<file path="src/logic/cmsd_regs.svh">
/*
  Register offsets, field positions, reset values and counts for the
  control mode strap decode block.
  Assumes inclusion by its bare name from the package and design file.
*/
`ifndef CMSD_REGS_SVH
`define CMSD_REGS_SVH

// ----------------------------------------------------------------------
// Register byte offsets
// ----------------------------------------------------------------------
`define CMSD_OFS_MASTER_CONFIG  8'h00
`define CMSD_OFS_CLOCK_CHOICE   8'h04
`define CMSD_OFS_STATUS         8'h08
`define CMSD_OFS_LOSS           8'h0c

// ----------------------------------------------------------------------
// Field positions and reset values
// ----------------------------------------------------------------------
`define CMSD_MC_CLK_EN_BIT      0
`define CMSD_MC_RESET           1'h0
`define CMSD_CCR_MSB            1
`define CMSD_CCR_RESET          2'h0
`define CMSD_RDATA_ZERO         32'h0000_0000

// ----------------------------------------------------------------------
// Clock output divider half periods less one cycle, one per clock choice
// ----------------------------------------------------------------------
`define CMSD_HALF_DIV0          8'h01
`define CMSD_HALF_DIV1          8'h03
`define CMSD_HALF_DIV2          8'h07
`define CMSD_HALF_DIV3          8'h0f

// ----------------------------------------------------------------------
// Loss of signal counts in clock cycles
// ----------------------------------------------------------------------
`define CMSD_LOS_SET_CYCLES     8'hc0
`define CMSD_LOS_CLR_WINDOW     8'hc0
`define CMSD_LOS_CLR_MARKS      8'h18
`define CMSD_CNT_ZERO           8'h00
`define CMSD_CNT_ONE            8'h01
`define CMSD_CNT_MAX            8'hff

`endif

</file>
<file path="src/logic/cmsd_pkg.sv">
/*
  Types for the control mode strap decode block.
  Assumes cmsd_regs.svh is on the include path.
*/
package cmsd_pkg;

  `include "cmsd_regs.svh"

  typedef enum logic [1:0] {
    CMSD_MODE_HW,
    CMSD_MODE_SERIAL,
    CMSD_MODE_PARALLEL
  } cmsd_mode_t;

  // Synchronised strap levels.
  typedef struct packed {
    logic [1:0] style_level;
    logic       addr_data_share;
    logic       imp_select;
    logic       bus_style;
    logic       line_is_e1;
    logic       scan_select;
  } cmsd_strap_t;

  // Decoded configuration handed to the rest of the device.
  typedef struct packed {
    logic serial_host;
    logic parallel_host;
    logic addr_data_muxed;
    logic strobe_separate;
    logic imp_high;
    logic ami_coding;
    logic scan_test;
    logic scan_shift;
  } cmsd_cfg_t;

endpackage

</file>
<file path="src/logic/cmsd_top.sv">
/*
  Control mode strap decode: straps, host bus style, hardware-mode line
  settings, scan controls, loss of signal outputs and the programmable
  auxiliary clock, with an AHB-Lite register slave.
  Assumes straps and line marks are asynchronous and pass two flops, and
  that a three-level comparator turns the mode pin into two bits.
*/
// The placing of the registers and the AHB-Lite slave port were chosen for this implementation.
// Behaviour
// RULE1: Scan-select high enters scan test; low is normal; pull-down keeps it low.
// RULE2: Scan-shift on the eighth loss pin works only while scan-select is high.
// RULE3: Aux clock driven only when master config enables it; clock choice sets rate.
// RULE4: Hardware mode never offers the aux clock output.
// RULE5: Mode pin low hardware, mid serial host, high parallel host.
// RULE6: Parallel host: sharing select high muxes address/data, low separates them.
// RULE7: Hardware mode: impedance pin low 75/100 ohm, high 120/110 ohm.
// RULE8: Default-120 variant inverts impedance meaning in E1 mode only.
// RULE9: Parallel host: bus style low read/write line, high separate strobes.
// RULE10: Hardware mode: coding pin high AMI, low B8ZS or HDB3.
// RULE11: Loss outputs rise with no transitions, fall on enough ones density.
// RULE12: Dual-function pins act only in the currently decoded mode.
// RULE13: Board holds the strap pins static during operation.
`timescale 1ns/10ps
`include "cmsd_regs.svh"

module cmsd_top
  import cmsd_pkg::*;
#(
  parameter bit IMP_DEFAULT_120 = 1'b0
) (
  input  wire logic        clk_sys,
  input  wire logic        sys_rst,
  input  wire logic        hsel,
  input  wire logic [31:0] haddr,
  input  wire logic [1:0]  htrans,
  input  wire logic        hwrite,
  input  wire logic [2:0]  hsize,
  input  wire logic [31:0] hwdata,
  input  wire logic        hready,
  output logic [31:0]      hrdata,
  output logic             hreadyout,
  output logic             hresp,
  input  wire logic [1:0]  control_style_select,
  input  wire logic        addr_data_share_select,
  input  wire logic        line_impedance_select,
  input  wire logic        host_bus_style_select,
  input  wire logic        line_is_e1,
  input  wire logic        scan_select,
  input  wire logic [7:0]  rx_mark,
  output logic [6:0]       signal_loss_out,
  input  wire logic        signal_loss_out_ch8_in,
  output logic             signal_loss_out_ch8,
  output logic             signal_loss_out_ch8_oe,
  output logic             aux_prog_clock_out,
  output logic             aux_prog_clock_out_oe,
  output cmsd_mode_t       control_mode,
  output cmsd_cfg_t        decoded_cfg
);

  // --------------------------------------------------------------------
  // Synchronisers
  // --------------------------------------------------------------------
  cmsd_strap_t strap_meta;
  cmsd_strap_t strap;
  logic        ch8_meta;
  logic        ch8_in;
  logic [7:0]  mark_meta;
  logic [7:0]  mark_sync;
  logic [7:0]  mark_prev;
  cmsd_strap_t strap_raw;

  // Straps are meant to stay still. The two mode bits are synchronised
  // separately, so a pin moved in operation may show a wrong mode for one
  // cycle before the decode settles.
  // Mode pin has no clock relation to clk_sys, so all straps are synced.
  assign strap_raw = '{style_level:     control_style_select,
                       addr_data_share: addr_data_share_select,
                       imp_select:      line_impedance_select,
                       bus_style:       host_bus_style_select,
                       line_is_e1:      line_is_e1,
                       scan_select:     scan_select};

  always_ff @(posedge clk_sys or posedge sys_rst) begin
    if (sys_rst) begin
      strap_meta <= '0;
      strap      <= '0;
      ch8_meta   <= 1'b0;
      ch8_in     <= 1'b0;
      mark_meta  <= 8'h00;
      mark_sync  <= 8'h00;
      mark_prev  <= 8'h00;
    end else begin
      strap_meta <= strap_raw;
      strap      <= strap_meta;
      ch8_meta   <= signal_loss_out_ch8_in;
      ch8_in     <= ch8_meta;
      mark_meta  <= rx_mark;
      mark_sync  <= mark_meta;
      mark_prev  <= mark_sync;
    end
  end

  // --------------------------------------------------------------------
  // Mode and strap decode
  // --------------------------------------------------------------------
  cmsd_mode_t mode;
  logic       in_hw;
  logic       in_par;
  logic       in_ser;
  logic       imp_invert;

  // RULE5: three-level decode.
  // The odd code 10 cannot come from a sane comparator; treating it as
  // mid-supply matches the pin's own bias when it floats.
  assign mode = (strap.style_level == 2'b00) ? CMSD_MODE_HW :
                (strap.style_level == 2'b11) ? CMSD_MODE_PARALLEL :
                CMSD_MODE_SERIAL;
  assign in_hw  = (mode == CMSD_MODE_HW);
  assign in_par = (mode == CMSD_MODE_PARALLEL);
  assign in_ser = (mode == CMSD_MODE_SERIAL);

  // RULE8: variant inversion, E1 only.
  assign imp_invert = IMP_DEFAULT_120 & strap.line_is_e1;

  always_comb begin
    decoded_cfg             = '0;
    decoded_cfg.serial_host = in_ser;
    decoded_cfg.parallel_host = in_par;
    // RULE1: scan test select.
    decoded_cfg.scan_test   = strap.scan_select;
    // RULE2: shift gated by scan select.
    decoded_cfg.scan_shift  = strap.scan_select & ch8_in;
    // RULE12: shared pins read per mode.
    case (mode)
      CMSD_MODE_PARALLEL: begin
        // RULE6: address and data sharing.
        decoded_cfg.addr_data_muxed = strap.addr_data_share;
        // RULE9: host bus strobe style.
        decoded_cfg.strobe_separate = strap.bus_style;
      end
      CMSD_MODE_HW: begin
        // RULE7: line impedance choice.
        decoded_cfg.imp_high   = strap.imp_select ^ imp_invert;
        // RULE10: line code choice.
        decoded_cfg.ami_coding = strap.bus_style;
      end
      default: begin
        decoded_cfg.addr_data_muxed = 1'b0;
      end
    endcase
  end

  assign control_mode = mode;

  // --------------------------------------------------------------------
  // Shared arithmetic
  // --------------------------------------------------------------------
  // Counters stop at all ones, so no count can wrap back into range.
  function automatic logic [7:0] cnt_step(input logic [7:0] value);
    cnt_step = (value == `CMSD_CNT_MAX) ? value : value + `CMSD_CNT_ONE;
  endfunction

  // One byte offset compare serves both the write and the read decode.
  function automatic logic reg_hit(input logic [7:0] addr, input logic [7:0] ofs);
    reg_hit = (addr == ofs);
  endfunction

  // --------------------------------------------------------------------
  // Register slave
  // --------------------------------------------------------------------
  logic        mc_clk_en;
  logic [1:0]  ccr_choice;
  logic        dp_write;
  logic [7:0]  dp_addr;
  logic        ap_take;
  logic [7:0]  ap_addr;
  logic [31:0] next_rdata;
  logic [7:0]  los_vec;
  logic        wr_mc;
  logic        wr_ccr;
  logic        rd_mc;
  logic        rd_ccr;
  logic        rd_status;
  logic        rd_loss;

  // Zero wait states: every access completes in its first data cycle.
  assign hreadyout = 1'b1;
  assign hresp     = 1'b0;
  assign ap_take   = hsel & htrans[1] & hready;
  assign ap_addr   = haddr[7:0];
  assign wr_mc     = dp_write & reg_hit(dp_addr, `CMSD_OFS_MASTER_CONFIG);
  assign wr_ccr    = dp_write & reg_hit(dp_addr, `CMSD_OFS_CLOCK_CHOICE);
  assign rd_mc     = reg_hit(ap_addr, `CMSD_OFS_MASTER_CONFIG);
  assign rd_ccr    = reg_hit(ap_addr, `CMSD_OFS_CLOCK_CHOICE);
  assign rd_status = reg_hit(ap_addr, `CMSD_OFS_STATUS);
  assign rd_loss   = reg_hit(ap_addr, `CMSD_OFS_LOSS);

  // Transfer size is ignored: each register is one whole word, so a
  // narrow write still lands on every field of the word.
  assign next_rdata =
    rd_mc     ? {31'h0, mc_clk_en} :
    rd_ccr    ? {30'h0, ccr_choice} :
    rd_status ? {22'h0, mode, decoded_cfg} :
    rd_loss   ? {24'h0, los_vec} :
    `CMSD_RDATA_ZERO;

  always_ff @(posedge clk_sys or posedge sys_rst) begin
    if (sys_rst) begin
      dp_write <= 1'b0;
      dp_addr  <= 8'h00;
      hrdata   <= `CMSD_RDATA_ZERO;
    end else begin
      dp_write <= ap_take & hwrite;
      dp_addr  <= ap_addr;
      // Read data is captured in the address phase, so a read right behind
      // a write to the same register still returns the old value.
      if (ap_take & ~hwrite) begin
        hrdata <= next_rdata;
      end
    end
  end

  always_ff @(posedge clk_sys or posedge sys_rst) begin
    if (sys_rst) begin
      mc_clk_en  <= `CMSD_MC_RESET;
      ccr_choice <= `CMSD_CCR_RESET;
    end else begin
      // RULE3: enable and rate registers.
      if (wr_mc) begin
        mc_clk_en <= hwdata[`CMSD_MC_CLK_EN_BIT];
      end
      if (wr_ccr) begin
        ccr_choice <= hwdata[`CMSD_CCR_MSB:0];
      end
    end
  end

  // --------------------------------------------------------------------
  // Programmable auxiliary clock
  // --------------------------------------------------------------------
  function automatic logic [7:0] half_div(input logic [1:0] sel);
    case (sel)
      2'h0:    half_div = `CMSD_HALF_DIV0;
      2'h1:    half_div = `CMSD_HALF_DIV1;
      2'h2:    half_div = `CMSD_HALF_DIV2;
      default: half_div = `CMSD_HALF_DIV3;
    endcase
  endfunction

  logic       aux_run;
  logic [7:0] div_cnt;
  logic       div_wrap;

  // RULE3: enable from master config.
  // RULE4: never in hardware mode.
  assign aux_run  = mc_clk_en & ~in_hw;
  assign div_wrap = (div_cnt >= half_div(ccr_choice));

  always_ff @(posedge clk_sys or posedge sys_rst) begin
    if (sys_rst) begin
      div_cnt               <= `CMSD_CNT_ZERO;
      aux_prog_clock_out    <= 1'b0;
      aux_prog_clock_out_oe <= 1'b0;
    end else begin
      // The enable is registered beside the clock, so both leave the pin
      // on the same edge when the output is switched off.
      aux_prog_clock_out_oe <= aux_run;
      if (!aux_run || div_wrap) begin
        div_cnt <= `CMSD_CNT_ZERO;
      end else begin
        div_cnt <= cnt_step(div_cnt);
      end
      if (!aux_run) begin
        aux_prog_clock_out <= 1'b0;
      end else if (div_wrap) begin
        aux_prog_clock_out <= ~aux_prog_clock_out;
      end
    end
  end

  // --------------------------------------------------------------------
  // Loss of signal detection
  // --------------------------------------------------------------------
  logic [7:0] zero_cnt [8];
  logic [7:0] win_cnt  [8];
  logic [7:0] mark_cnt [8];
  logic [7:0] los;
  logic [7:0] edge_seen;

  assign edge_seen = mark_sync ^ mark_prev;
  assign los_vec   = los;

  // RULE11: silence sets, density clears.
  // The clear test uses a fixed window, so a channel recovers only after
  // one full window of marks; that trades speed for immunity to noise.
  // Only one of the quiet and window counts runs at a time per channel.
  always_ff @(posedge clk_sys or posedge sys_rst) begin
    if (sys_rst) begin
      los <= 8'h00;
      for (int i = 0; i < 8; i++) begin
        zero_cnt[i] <= `CMSD_CNT_ZERO;
        win_cnt[i]  <= `CMSD_CNT_ZERO;
        mark_cnt[i] <= `CMSD_CNT_ZERO;
      end
    end else begin
      for (int i = 0; i < 8; i++) begin
        if (!los[i]) begin
          win_cnt[i]  <= `CMSD_CNT_ZERO;
          mark_cnt[i] <= `CMSD_CNT_ZERO;
          if (edge_seen[i]) begin
            zero_cnt[i] <= `CMSD_CNT_ZERO;
          end else if (zero_cnt[i] >= `CMSD_LOS_SET_CYCLES) begin
            los[i]      <= 1'b1;
            zero_cnt[i] <= `CMSD_CNT_ZERO;
          end else begin
            zero_cnt[i] <= cnt_step(zero_cnt[i]);
          end
        end else if (win_cnt[i] >= `CMSD_LOS_CLR_WINDOW) begin
          win_cnt[i]  <= `CMSD_CNT_ZERO;
          mark_cnt[i] <= `CMSD_CNT_ZERO;
          if (mark_cnt[i] >= `CMSD_LOS_CLR_MARKS) begin
            los[i] <= 1'b0;
          end
        end else begin
          win_cnt[i] <= cnt_step(win_cnt[i]);
          if (edge_seen[i]) begin
            mark_cnt[i] <= cnt_step(mark_cnt[i]);
          end
        end
      end
    end
  end

  // --------------------------------------------------------------------
  // Loss outputs and the shared eighth pin
  // --------------------------------------------------------------------
  assign signal_loss_out     = los[6:0];
  assign signal_loss_out_ch8 = los[7];

  // RULE2: pin is an input in scan.
  // The eighth pin turns round only on the synchronised select, so its
  // drive may lag the select pin by two cycles.
  assign signal_loss_out_ch8_oe = ~strap.scan_select;

endmodule

</file>
<file path="config.mk">
export PLATFORM = sky130hd
export DESIGN_NAME = cmsd_top
export DESIGN_NICKNAME = d
export VERILOG_FILES = /design/src/logic/cmsd_pkg.sv /design/src/logic/cmsd_top.sv
export VERILOG_INCLUDE_DIRS = /design/src /design/src/logic
export SDC_FILE = /design/constraint.sdc
export NUM_CORES = 1
export LEC_CHECK = 0
export BUFFER_PORTS_ARGS = -buffer_cell sky130_fd_sc_hd__buf_2
export CORE_ASPECT_RATIO = 1.75
export CORE_UTILIZATION = 55
export CTS_BUF_LIST = sky130_fd_sc_hd__clkbuf_16
export DETAILED_ROUTE_END_ITERATION = 8
export PLACE_DENSITY = 0.88
export SETUP_SLACK_MARGIN = 0.1
export SLEW_MARGIN = 10
export SYNTH_ARGS = -nofsm -noshare
export SYNTH_HDL_FRONTEND = slang
export SYNTH_SLANG_ARGS = --single-unit
export TNS_END_PERCENT = 100
</file>
<file path="constraint.sdc">
create_clock -name clk_sys -period 11.4 [get_ports clk_sys]
set_input_delay 1.71 -clock clk_sys [delete_from_list [all_inputs] [get_ports clk_sys]]
set_output_delay 1.71 -clock clk_sys [all_outputs]
set_load 0.02 [all_outputs]
</file>
# Yosys cells after proc, flatten, opt, wreduce, memory -nomap -nowiden
# Cells that the tools add are included.
# totals
ff_bits	292
inputBits	90
output_inout_bits	55
elab_cells	344
# op_classes
n_addsub	25
n_lt_le_gt_ge	25
eq_ne	68
n_mux	134
n_bitwise	21
n_reduce_logical	23
# op_table
operator	n
8-bit two-way mux	83
8-bit by 1-bit adder with 8-bit output, second input constant	25
8-bit equality test, second input constant	25
8-bit greater-or-equal comparator, second input constant	16
3-bit != test, second input constant	24
8-bit by 5-bit greater-or-equal comparator with 1-bit output, second input constant	8
1-bit two-way mux	44
2-bit AND reduction	16
10-bit two-way mux	3
3-bit by 1-bit != test with 1-bit output, second input constant	8
8-bit by 3-bit equality test with 1-bit output, second input constant	2
8-bit by 4-bit equality test with 1-bit output, second input constant	2
8-bit zero test	2
1-bit inverter	12
4-bit case mux with 3 select lines	1
1-bit bitwise AND	8
8-bit greater-or-equal comparator	1
8-bit XOR	1
2-bit equality test, second input constant	3
2-bit zero test	3
2-bit two-way mux	3
2-bit by 1-bit equality test with 1-bit output, second input constant	2
2-bit by 1-bit != test with 1-bit output, second input constant	1
2-bit != test, second input constant	1
other kinds (2)	2

# Longest topological paths before layout
# Gate-level depths: netlist of run 1.
# depth
depth_word	9
mapped_depth	7
depth_no_buf	6

# Worst setup path before layout of run 1
# OpenSTA, ideal clock, no wires.
# synth_timing
path_kind	input to register
from	in haddr[1]
to	reg hrdata[2]
setup_ns	0.083
arrival_ns	2.775
slack_ns	8.542
stages	4
path_cell_list	or4_1 nor4_2 nand2_1 o21ai_0
# synth_via
elab_chain_cells	5
elab_cells_between_ends	8
# synth_lines
element	line_no	text
start: declaration	cmsd_top.sv:34	input wire logic [31:0] haddr,
8-bit by 4-bit equality test with 1-bit output	cmsd_top.sv:165	reg_hit = (addr == ofs);
8-bit two-way mux (no line)	-	
10-bit two-way mux (no line) (2 in series)	-	
10-bit two-way mux (no line) (*)	-	
end signal: assignment	cmsd_top.sv:211	hrdata <= `CMSD_RDATA_ZERO;
end signal: assignment	cmsd_top.sv:218	hrdata <= next_rdata;
end: declaration	cmsd_top.sv:40	output logic [31:0] hrdata,
# Every way passes the cells marked *; elsewhere a longest branch is shown, timed or not.
# A chain may end at the register's enable or synchronous reset.

==> impl_metrics.ini, run 1 <==
[sta]
clock_skew_ps = 21.8
tightest_slew_ps = 1070
rsz0062_at_grt = no
post-route-min-period_ps = 3350
setup_tns_ps = 0
slew_headroom_pct = 28.5
finalHoldViolations = 0
maxSlewViolCount = 0
finalSetupViolCount = 0
fin_crit_sh_pct = 29.4
worst_slack_ps = 8050
fmax_ghz = 0.298

[cts]
clk_latency_ps = 550
cts.clk_slew.worst_paths_ps = 60
clock_path_buffers = 3
cts_tree = built
cts-htree-levels = 1
post-cts-setup-buffer-count = 0
clock-root-buffer = clkbuf_16
cts_sinks = 270
cts_buffers = 25
ctsResizeCount = 0
cts_hold_buf = 0

[cells_and_area]
register_area_mm2 = 0.00676
nFillCells = 1734
multiInputGateArea_mm2 = 0.00542
final_nets = 1385
syn_to_final_growth_pct = 10.7
final_cell_mix = 270 x dfrtp_1, 139 x nor2_1, 105 x nand2_1, 73 x o21ai_0, 67 x nand3_1
drive_gt1_share_pct = 10.3
final_common_cell = dfrtp_1

[placement]
dp_hpwl_mm = 16.2
io_buffer_count = 61
place_congestion = 0.841
post-place-ws_ps = 7670

[critical_path]
crit_path_start = strap[6]$_DFF_PP0_
reg2reg_to = aux_prog_clock_out$_DFFE_PP0P_
worst_path_max_delay_cell = dfrtp_1
worst_ep_required_time_ps = 9690
r2r_cells = 6
path_delay_family = flip-flops
crit_path_cell_trace = ha_1 -> and2_1 -> buf_2
ff2ff_setup_slack_ps = 9260
cpPeakStageDelay_ps = 370
crit_path_start_kind = register
endpoint_kind = primary output
crit_buf_inv = 1
arrival_ps = 1640
rr_startpoint = ccr_choice[1]$_DFFE_PP0P_
crit_fanout = 5
worstSetupPathType = reg -> out

[floorplanning]
pin_count = 145
die_area_mm2 = 0.0234
fp.coreArea_mm2 = 0.0223
die_h_um = 202
initial_utilization_pct = 56.3
num_rows = 72
dieWidth_um = 116

[flow_run]
drv_cap = 0

[drt]
drtAntennaViolNets = 0
viasPerCell = 5.76
dr_total_vias = 9057
routedLengthMet1_mm = 9.59
drc = 0
post_drt_wl_per_cell_um = 15.2
drt-pass1-iter-count = 5
wl_met3_mm = 1.01
top_layer_used = met4
dr_wl_met2_mm = 12.6
drt_iter0_drc = 539
finalWirelength_mm = 23.8

[hold_path]
hp-start = strap_meta[0]$_DFF_PP0_
min_to = decoded_cfg[1]$_DFF_PP0_
min_path_cells = 0
hp-class = reg -> reg

[logic_synthesis]
yosys_warnings = 0
synth_top_area_share_pct = 53.9
avgSynthCellArea_um2 = 10.4
netlist_area_mm2 = 0.0125
synth.distinct_cells = 61
synth_edf_count = 0
synth-main-ff-cell = dfrtp_1
synthCells = 1201
yosysSeqAreaShare_pct = 53.9
yosysTopAreaCell = dfrtp_1
synth_seq_cells = 270
synthArstFlopShare_pct = 100
yosys-top-cells-area = dfrtp_1 54%, nor2_1 4.2%, ha_1 3.8%

[grt]
grt_first_pass_wirelength_mm = 41.0
grt_use_total_pct = 21.7
grt_max_degree = 112
grt_pass1_vias = 9039
antenna_found_initial = 1
grt_remaining_overflow = 0

[power]
p_leak_nw = 6.22
power.density_mw_per_mm2 = 145
irDropWorstVdd_uv = 139
totalPowerFinal_mw = 2.01

[status]
status = finished clean
-- layout make-up --
class / instances / share of cell area [%]
flip-flops and latches: 270 / 48.7
multi-input cells: 868 / 39.0
clock buffers: 25 / 4.51
well taps: 296 / 2.67
repair buffers: 63 / 2.31
clock inverters: 21 / 1.92
inverters: 29 / 0.839
diodes: 1 / 0.0180
-- layer usage --
metal  up-vias  global-route usage, %
li1       4279                      -
met4         0                   9.39
met2       216                   37.8
met5         -                      0
met3        48                   2.59
met1      4514                   26.5
-- synth_stat cells (4+ instances only) --
library cell	count
a2111oi_0	7
a211oi_1	8
a21o_1	10
a21oi_1	32
a22o_1	12
a31oi_1	11
and2_1	21
and3_1	28
and4_1	9
buf_4	30
clkbuf_1	26
dfrtp_1	270
ha_1	38
inv_1	29
mux2_2	9
mux2i_1	24
nand2_1	105
nand2b_1	12
nand3_1	67
nand4_1	24
nand4b_1	4
nor2_1	139
nor2b_1	5
nor3_1	15
nor3b_1	11
nor4_1	5
o2111ai_1	5
o211ai_1	15
o21ai_0	73
o31ai_1	8
or3_1	14
or4_1	7
xnor2_1	32
xor2_1	49
xor2_2	5
-- worst max path at each step --
stage	endpoint	slack, ps	cells past startpoint
final	decoded_cfg[4]	8050	3
after global placement	hrdata[5]$_DFFE_PP0P_	7730	5
after CTS	decoded_cfg[4]	8000	3
after detailed placement	hrdata[2]$_DFFE_PP0P_	7670	5
after global routing	decoded_cfg[4]	7970	3
after floorplan	aux_prog_clock_out$_DFFE_PP0P_	2250	1
-- through the flow --
step                hold WS (ps)  instance area [µm²]  util, %  std cells
floorplan                    331                12600        -       1226
global placement             332                13000     58.3       1526
detailed placement           335                13000     58.3       1526
CTS                          350                13900     62.3       1572
global route                 354                13900     62.3       1573
finish                       347                13900     62.3       1573
-- state kept, by name, indices dropped and copies added, names as in the netlist, 8 cells and up --
register and cells:
hrdata 10, mark_sync 8, win_cnt 64, dp_addr 8, mark_prev 8, los 8, mark_meta 8, mark_cnt 64
div_cnt 8, zero_cnt 64
-- power by group --
| group | internal (mW) | switching [mW] | total [mW] |
|---|---|---|---|
| Sequential | 0.981 | 0.0206 | 1.00 |
| Clock | 0.539 | 0.368 | 0.907 |
| Combinational | 0.0337 | 0.0699 | 0.104 |
| Total | 1.55 | 0.459 | 2.01 |
-- kinds of logic (layout without fill, tap and decap cells) --
group	count (synthesis)	after routing	share of synthesized area, %
AO/OA/AOI/OAI	203	203	10.3
XOR/XNOR	86	86	6.31
adder cells (fa/ha/maj)	38	38	3.79
buffers and inverters	88	138	3.61
flip-flops	270	270	53.9
multiplexers	35	35	3.03
other	2	28	0.0599
AND/OR/NAND/NOR	479	479	19.0
Power figures use the tool's default switching activity.
==> inputs of run 2 (changes only) <==
ABC_AREA = 1   (was not set)
clock period = 3.4 ns   (was 11.4 ns; I/O delays follow)
==> impl_metrics.ini, run 2 <==
[logic_synthesis]
yosysSeqAreaShare_pct = 51.4
synthArstFlopShare_pct = 100
synth-main-ff-cell = dfrtp_1
synth_edf_count = 0
netlist_area_mm2 = 0.0131
synth_seq_cells = 270
yosys-top-cells-area = dfrtp_1 51%, nand2_1 10%, nor2_1 5.7%
synth_commonest_cells = 353 x nand2_1, 270 x dfrtp_1, 201 x nor2_1
synth_top_area_share_pct = 51.4
synth.distinct_cells = 46
synth_most_common_cell = nand2_1
yosys_warnings = 0
synthCells = 1582
avgSynthCellArea_um2 = 8.30
yosysTopAreaCell = dfrtp_1

[critical_path]
crit_path_cell_trace = ha_1 -> nand2_1 -> inv_1 -> buf_2
rr_startpoint = los[0]$_DFF_PP0_
r2r_cells = 7
reg2reg_to = mark_cnt[59]$_DFFE_PP0P_
endpoint_kind = primary output
crit_path_start_kind = register
path_delay_family = flip-flops
worst_ep_required_time_ps = 2890
crit_buf_inv = 2
worst_path_max_delay_cell = dfrtp_1
ff2ff_setup_slack_ps = 1530
arrival_ps = 1680
crit_fanout = 5
cpPeakStageDelay_ps = 360
worstSetupPathType = reg -> out

[grt]
grt_remaining_overflow = 0
grt_pass1_vias = 10502
antenna_found_initial = 0
grt_first_pass_wirelength_mm = 45.4
grt_max_degree = 71
grt_use_total_pct = 22.5

[cts]
cts_buffers = 25
post-cts-setup-buffer-count = 0
clock_path_buffers = 3
cts.clk_slew.worst_paths_ps = 70
cts_hold_buf = 0
cts_sinks = 270
cts-htree-levels = 1
clock-root-buffer = clkbuf_16
cts_tree = built
ctsResizeCount = 0
clk_latency_ps = 530

[cells_and_area]
antenna_cells = 0
final_common_cell = nand2_1
final_nets = 1785
drive_gt1_share_pct = 9.09
syn_to_final_growth_pct = 10.1
stdcell_count = 1976
final_area_mm2 = 0.0145
final_cell_mix = 353 x nand2_1, 270 x dfrtp_1, 201 x inv_1, 201 x nor2_1, 132 x nand3_1
reg_top3 = mark_cnt: 64 flops, win_cnt: 64 flops, zero_cnt: 64 flops
fin_util_pct = 61.8

[placement]
dp.cells = 1934
post-place-ws_ps = 1210
dp_hpwl_mm = 18.9
io_buffer_count = 61
dpl_cell_area_mm2 = 0.0137
place_congestion = 0.868

[floorplanning]
fp.coreArea_mm2 = 0.0234
num_rows = 74
initial_utilization_pct = 56.1
pin_count = 145
die_area_mm2 = 0.0245
dieWidth_um = 119
die_h_um = 206

[drt]
viasPerCell = 5.31
dr_total_vias = 10492
drt-pass1-iter-count = 5
drc = 0
finalWirelength_mm = 26.4
drt_iter0_drc = 512
drtAntennaViolNets = 0
post_drt_wl_per_cell_um = 13.3

[hold_path]
min_to = mark_meta[7]$_DFF_PP0_
min_path_cells = 1
hp-start = rx_mark[7]
hp-class = in -> reg

[flow_run]
drv_cap = 0

[power]
p_leak_nw = 6.80
irDropWorstVdd_uv = 398
power.density_mw_per_mm2 = 444

[sta]
clock_skew_ps = 11.2
fmax_ghz = 0.456
post-route-min-period_ps = 2190
fin_crit_sh_pct = 64.5
tightest_slew_ps = 892
finalHoldViolations = 0
finalSetupViolCount = 0
maxSlewViolCount = 0
worst_hold_slack_ps = 86.1
rsz0062_at_grt = no
worst_slack_ps = 1210
slew_headroom_pct = 40.4

[status]
status = finished clean
-- run 2: cell count changes after synthesis, sizes merged, moves of 23 or more --
| cell | before | now |
|---|---|---|
| nand2 | 105 | 369 |
| and3 | 28 | 3 |
| inv | 29 | 209 |
| a21oi | 32 | 83 |
| xor2 | 54 | 17 |
| o21ai | 77 | 101 |
| clkbuf | 26 | 2 |
| nand3 | 67 | 133 |
| nor2 | 139 | 210 |
| mux2i | 24 | 1 |
-- run 2: area by class of cell --
class | count | area [µm²]
fillers | 1901 | 8960
flip-flops and latches | 270 | 6760
multi-input cells | 1084 | 5380
inverters | 210 | 797
clock buffers | 25 | 626
repair buffers | 66 | 393
well taps | 304 | 380
clock inverters | 17 | 135
-- run 2: worst max path at each step --
stage                                           to  cells past startpoint  slack (ps)          startpoint
detailed placement           hrdata[0]$_DFFE_PP0P_                      8        1210              hwrite
finish                              decoded_cfg[5]                      4        1210  strap[5]$_DFF_PP0_
floorplan           aux_prog_clock_out$_DFFE_PP0P_                      1        -680             sys_rst
CTS                                 decoded_cfg[5]                      4        1210  strap[5]$_DFF_PP0_
global route                        decoded_cfg[5]                      4        1100  strap[5]$_DFF_PP0_
global placement             hrdata[0]$_DFFE_PP0P_                      8        1220              hwrite
-- run 2: through the flow --
| step | TNS [ps] | total power [mW] |
|---|---|---|
| after floorplan | -182910 | 3.71 |
| after global routing | 0 | 6.66 |
| after global placement | 0 | 3.78 |
| after CTS | 0 | 6.48 |
| final | 0 | 6.42 |
| after detailed placement | 0 | 3.81 |
-- run 2: per-layer routing --
| layer | routed length, µm | track usage (%) |
|---|---|---|
| met4 | 724 | 9.81 |
| met1 | 10300 | 24.4 |
| met5 | 0 | 0 |
| met2 | 14200 | 43.1 |
| met3 | 1160 | 3.15 |
-- run 2: report_power, final --
part / leakage (nW) / internal (mW) / switching [mW]
Clock: 0.386 / 1.48 / 1.19
Combinational: 2.79 / 0.117 / 0.261
Sequential: 3.63 / 3.30 / 0.0680
Total: 6.80 / 4.90 / 1.52
-- run 2: cell families (layout without fill, tap and decap cells) --
logic type | after synthesis | after routing | synth area share, %
adders and majority gates | 38 | 38 | 3.62
other | 2 | 27 | 0.0572
AOI/OAI and AO/OA | 202 | 202 | 8.29
muxes | 1 | 1 | 0.0762
and+or+nand+nor | 783 | 783 | 25.8
xor gates and xnor gates | 33 | 33 | 2.43
DFF | 270 | 270 | 51.4
buffers and inverters | 253 | 318 | 8.33
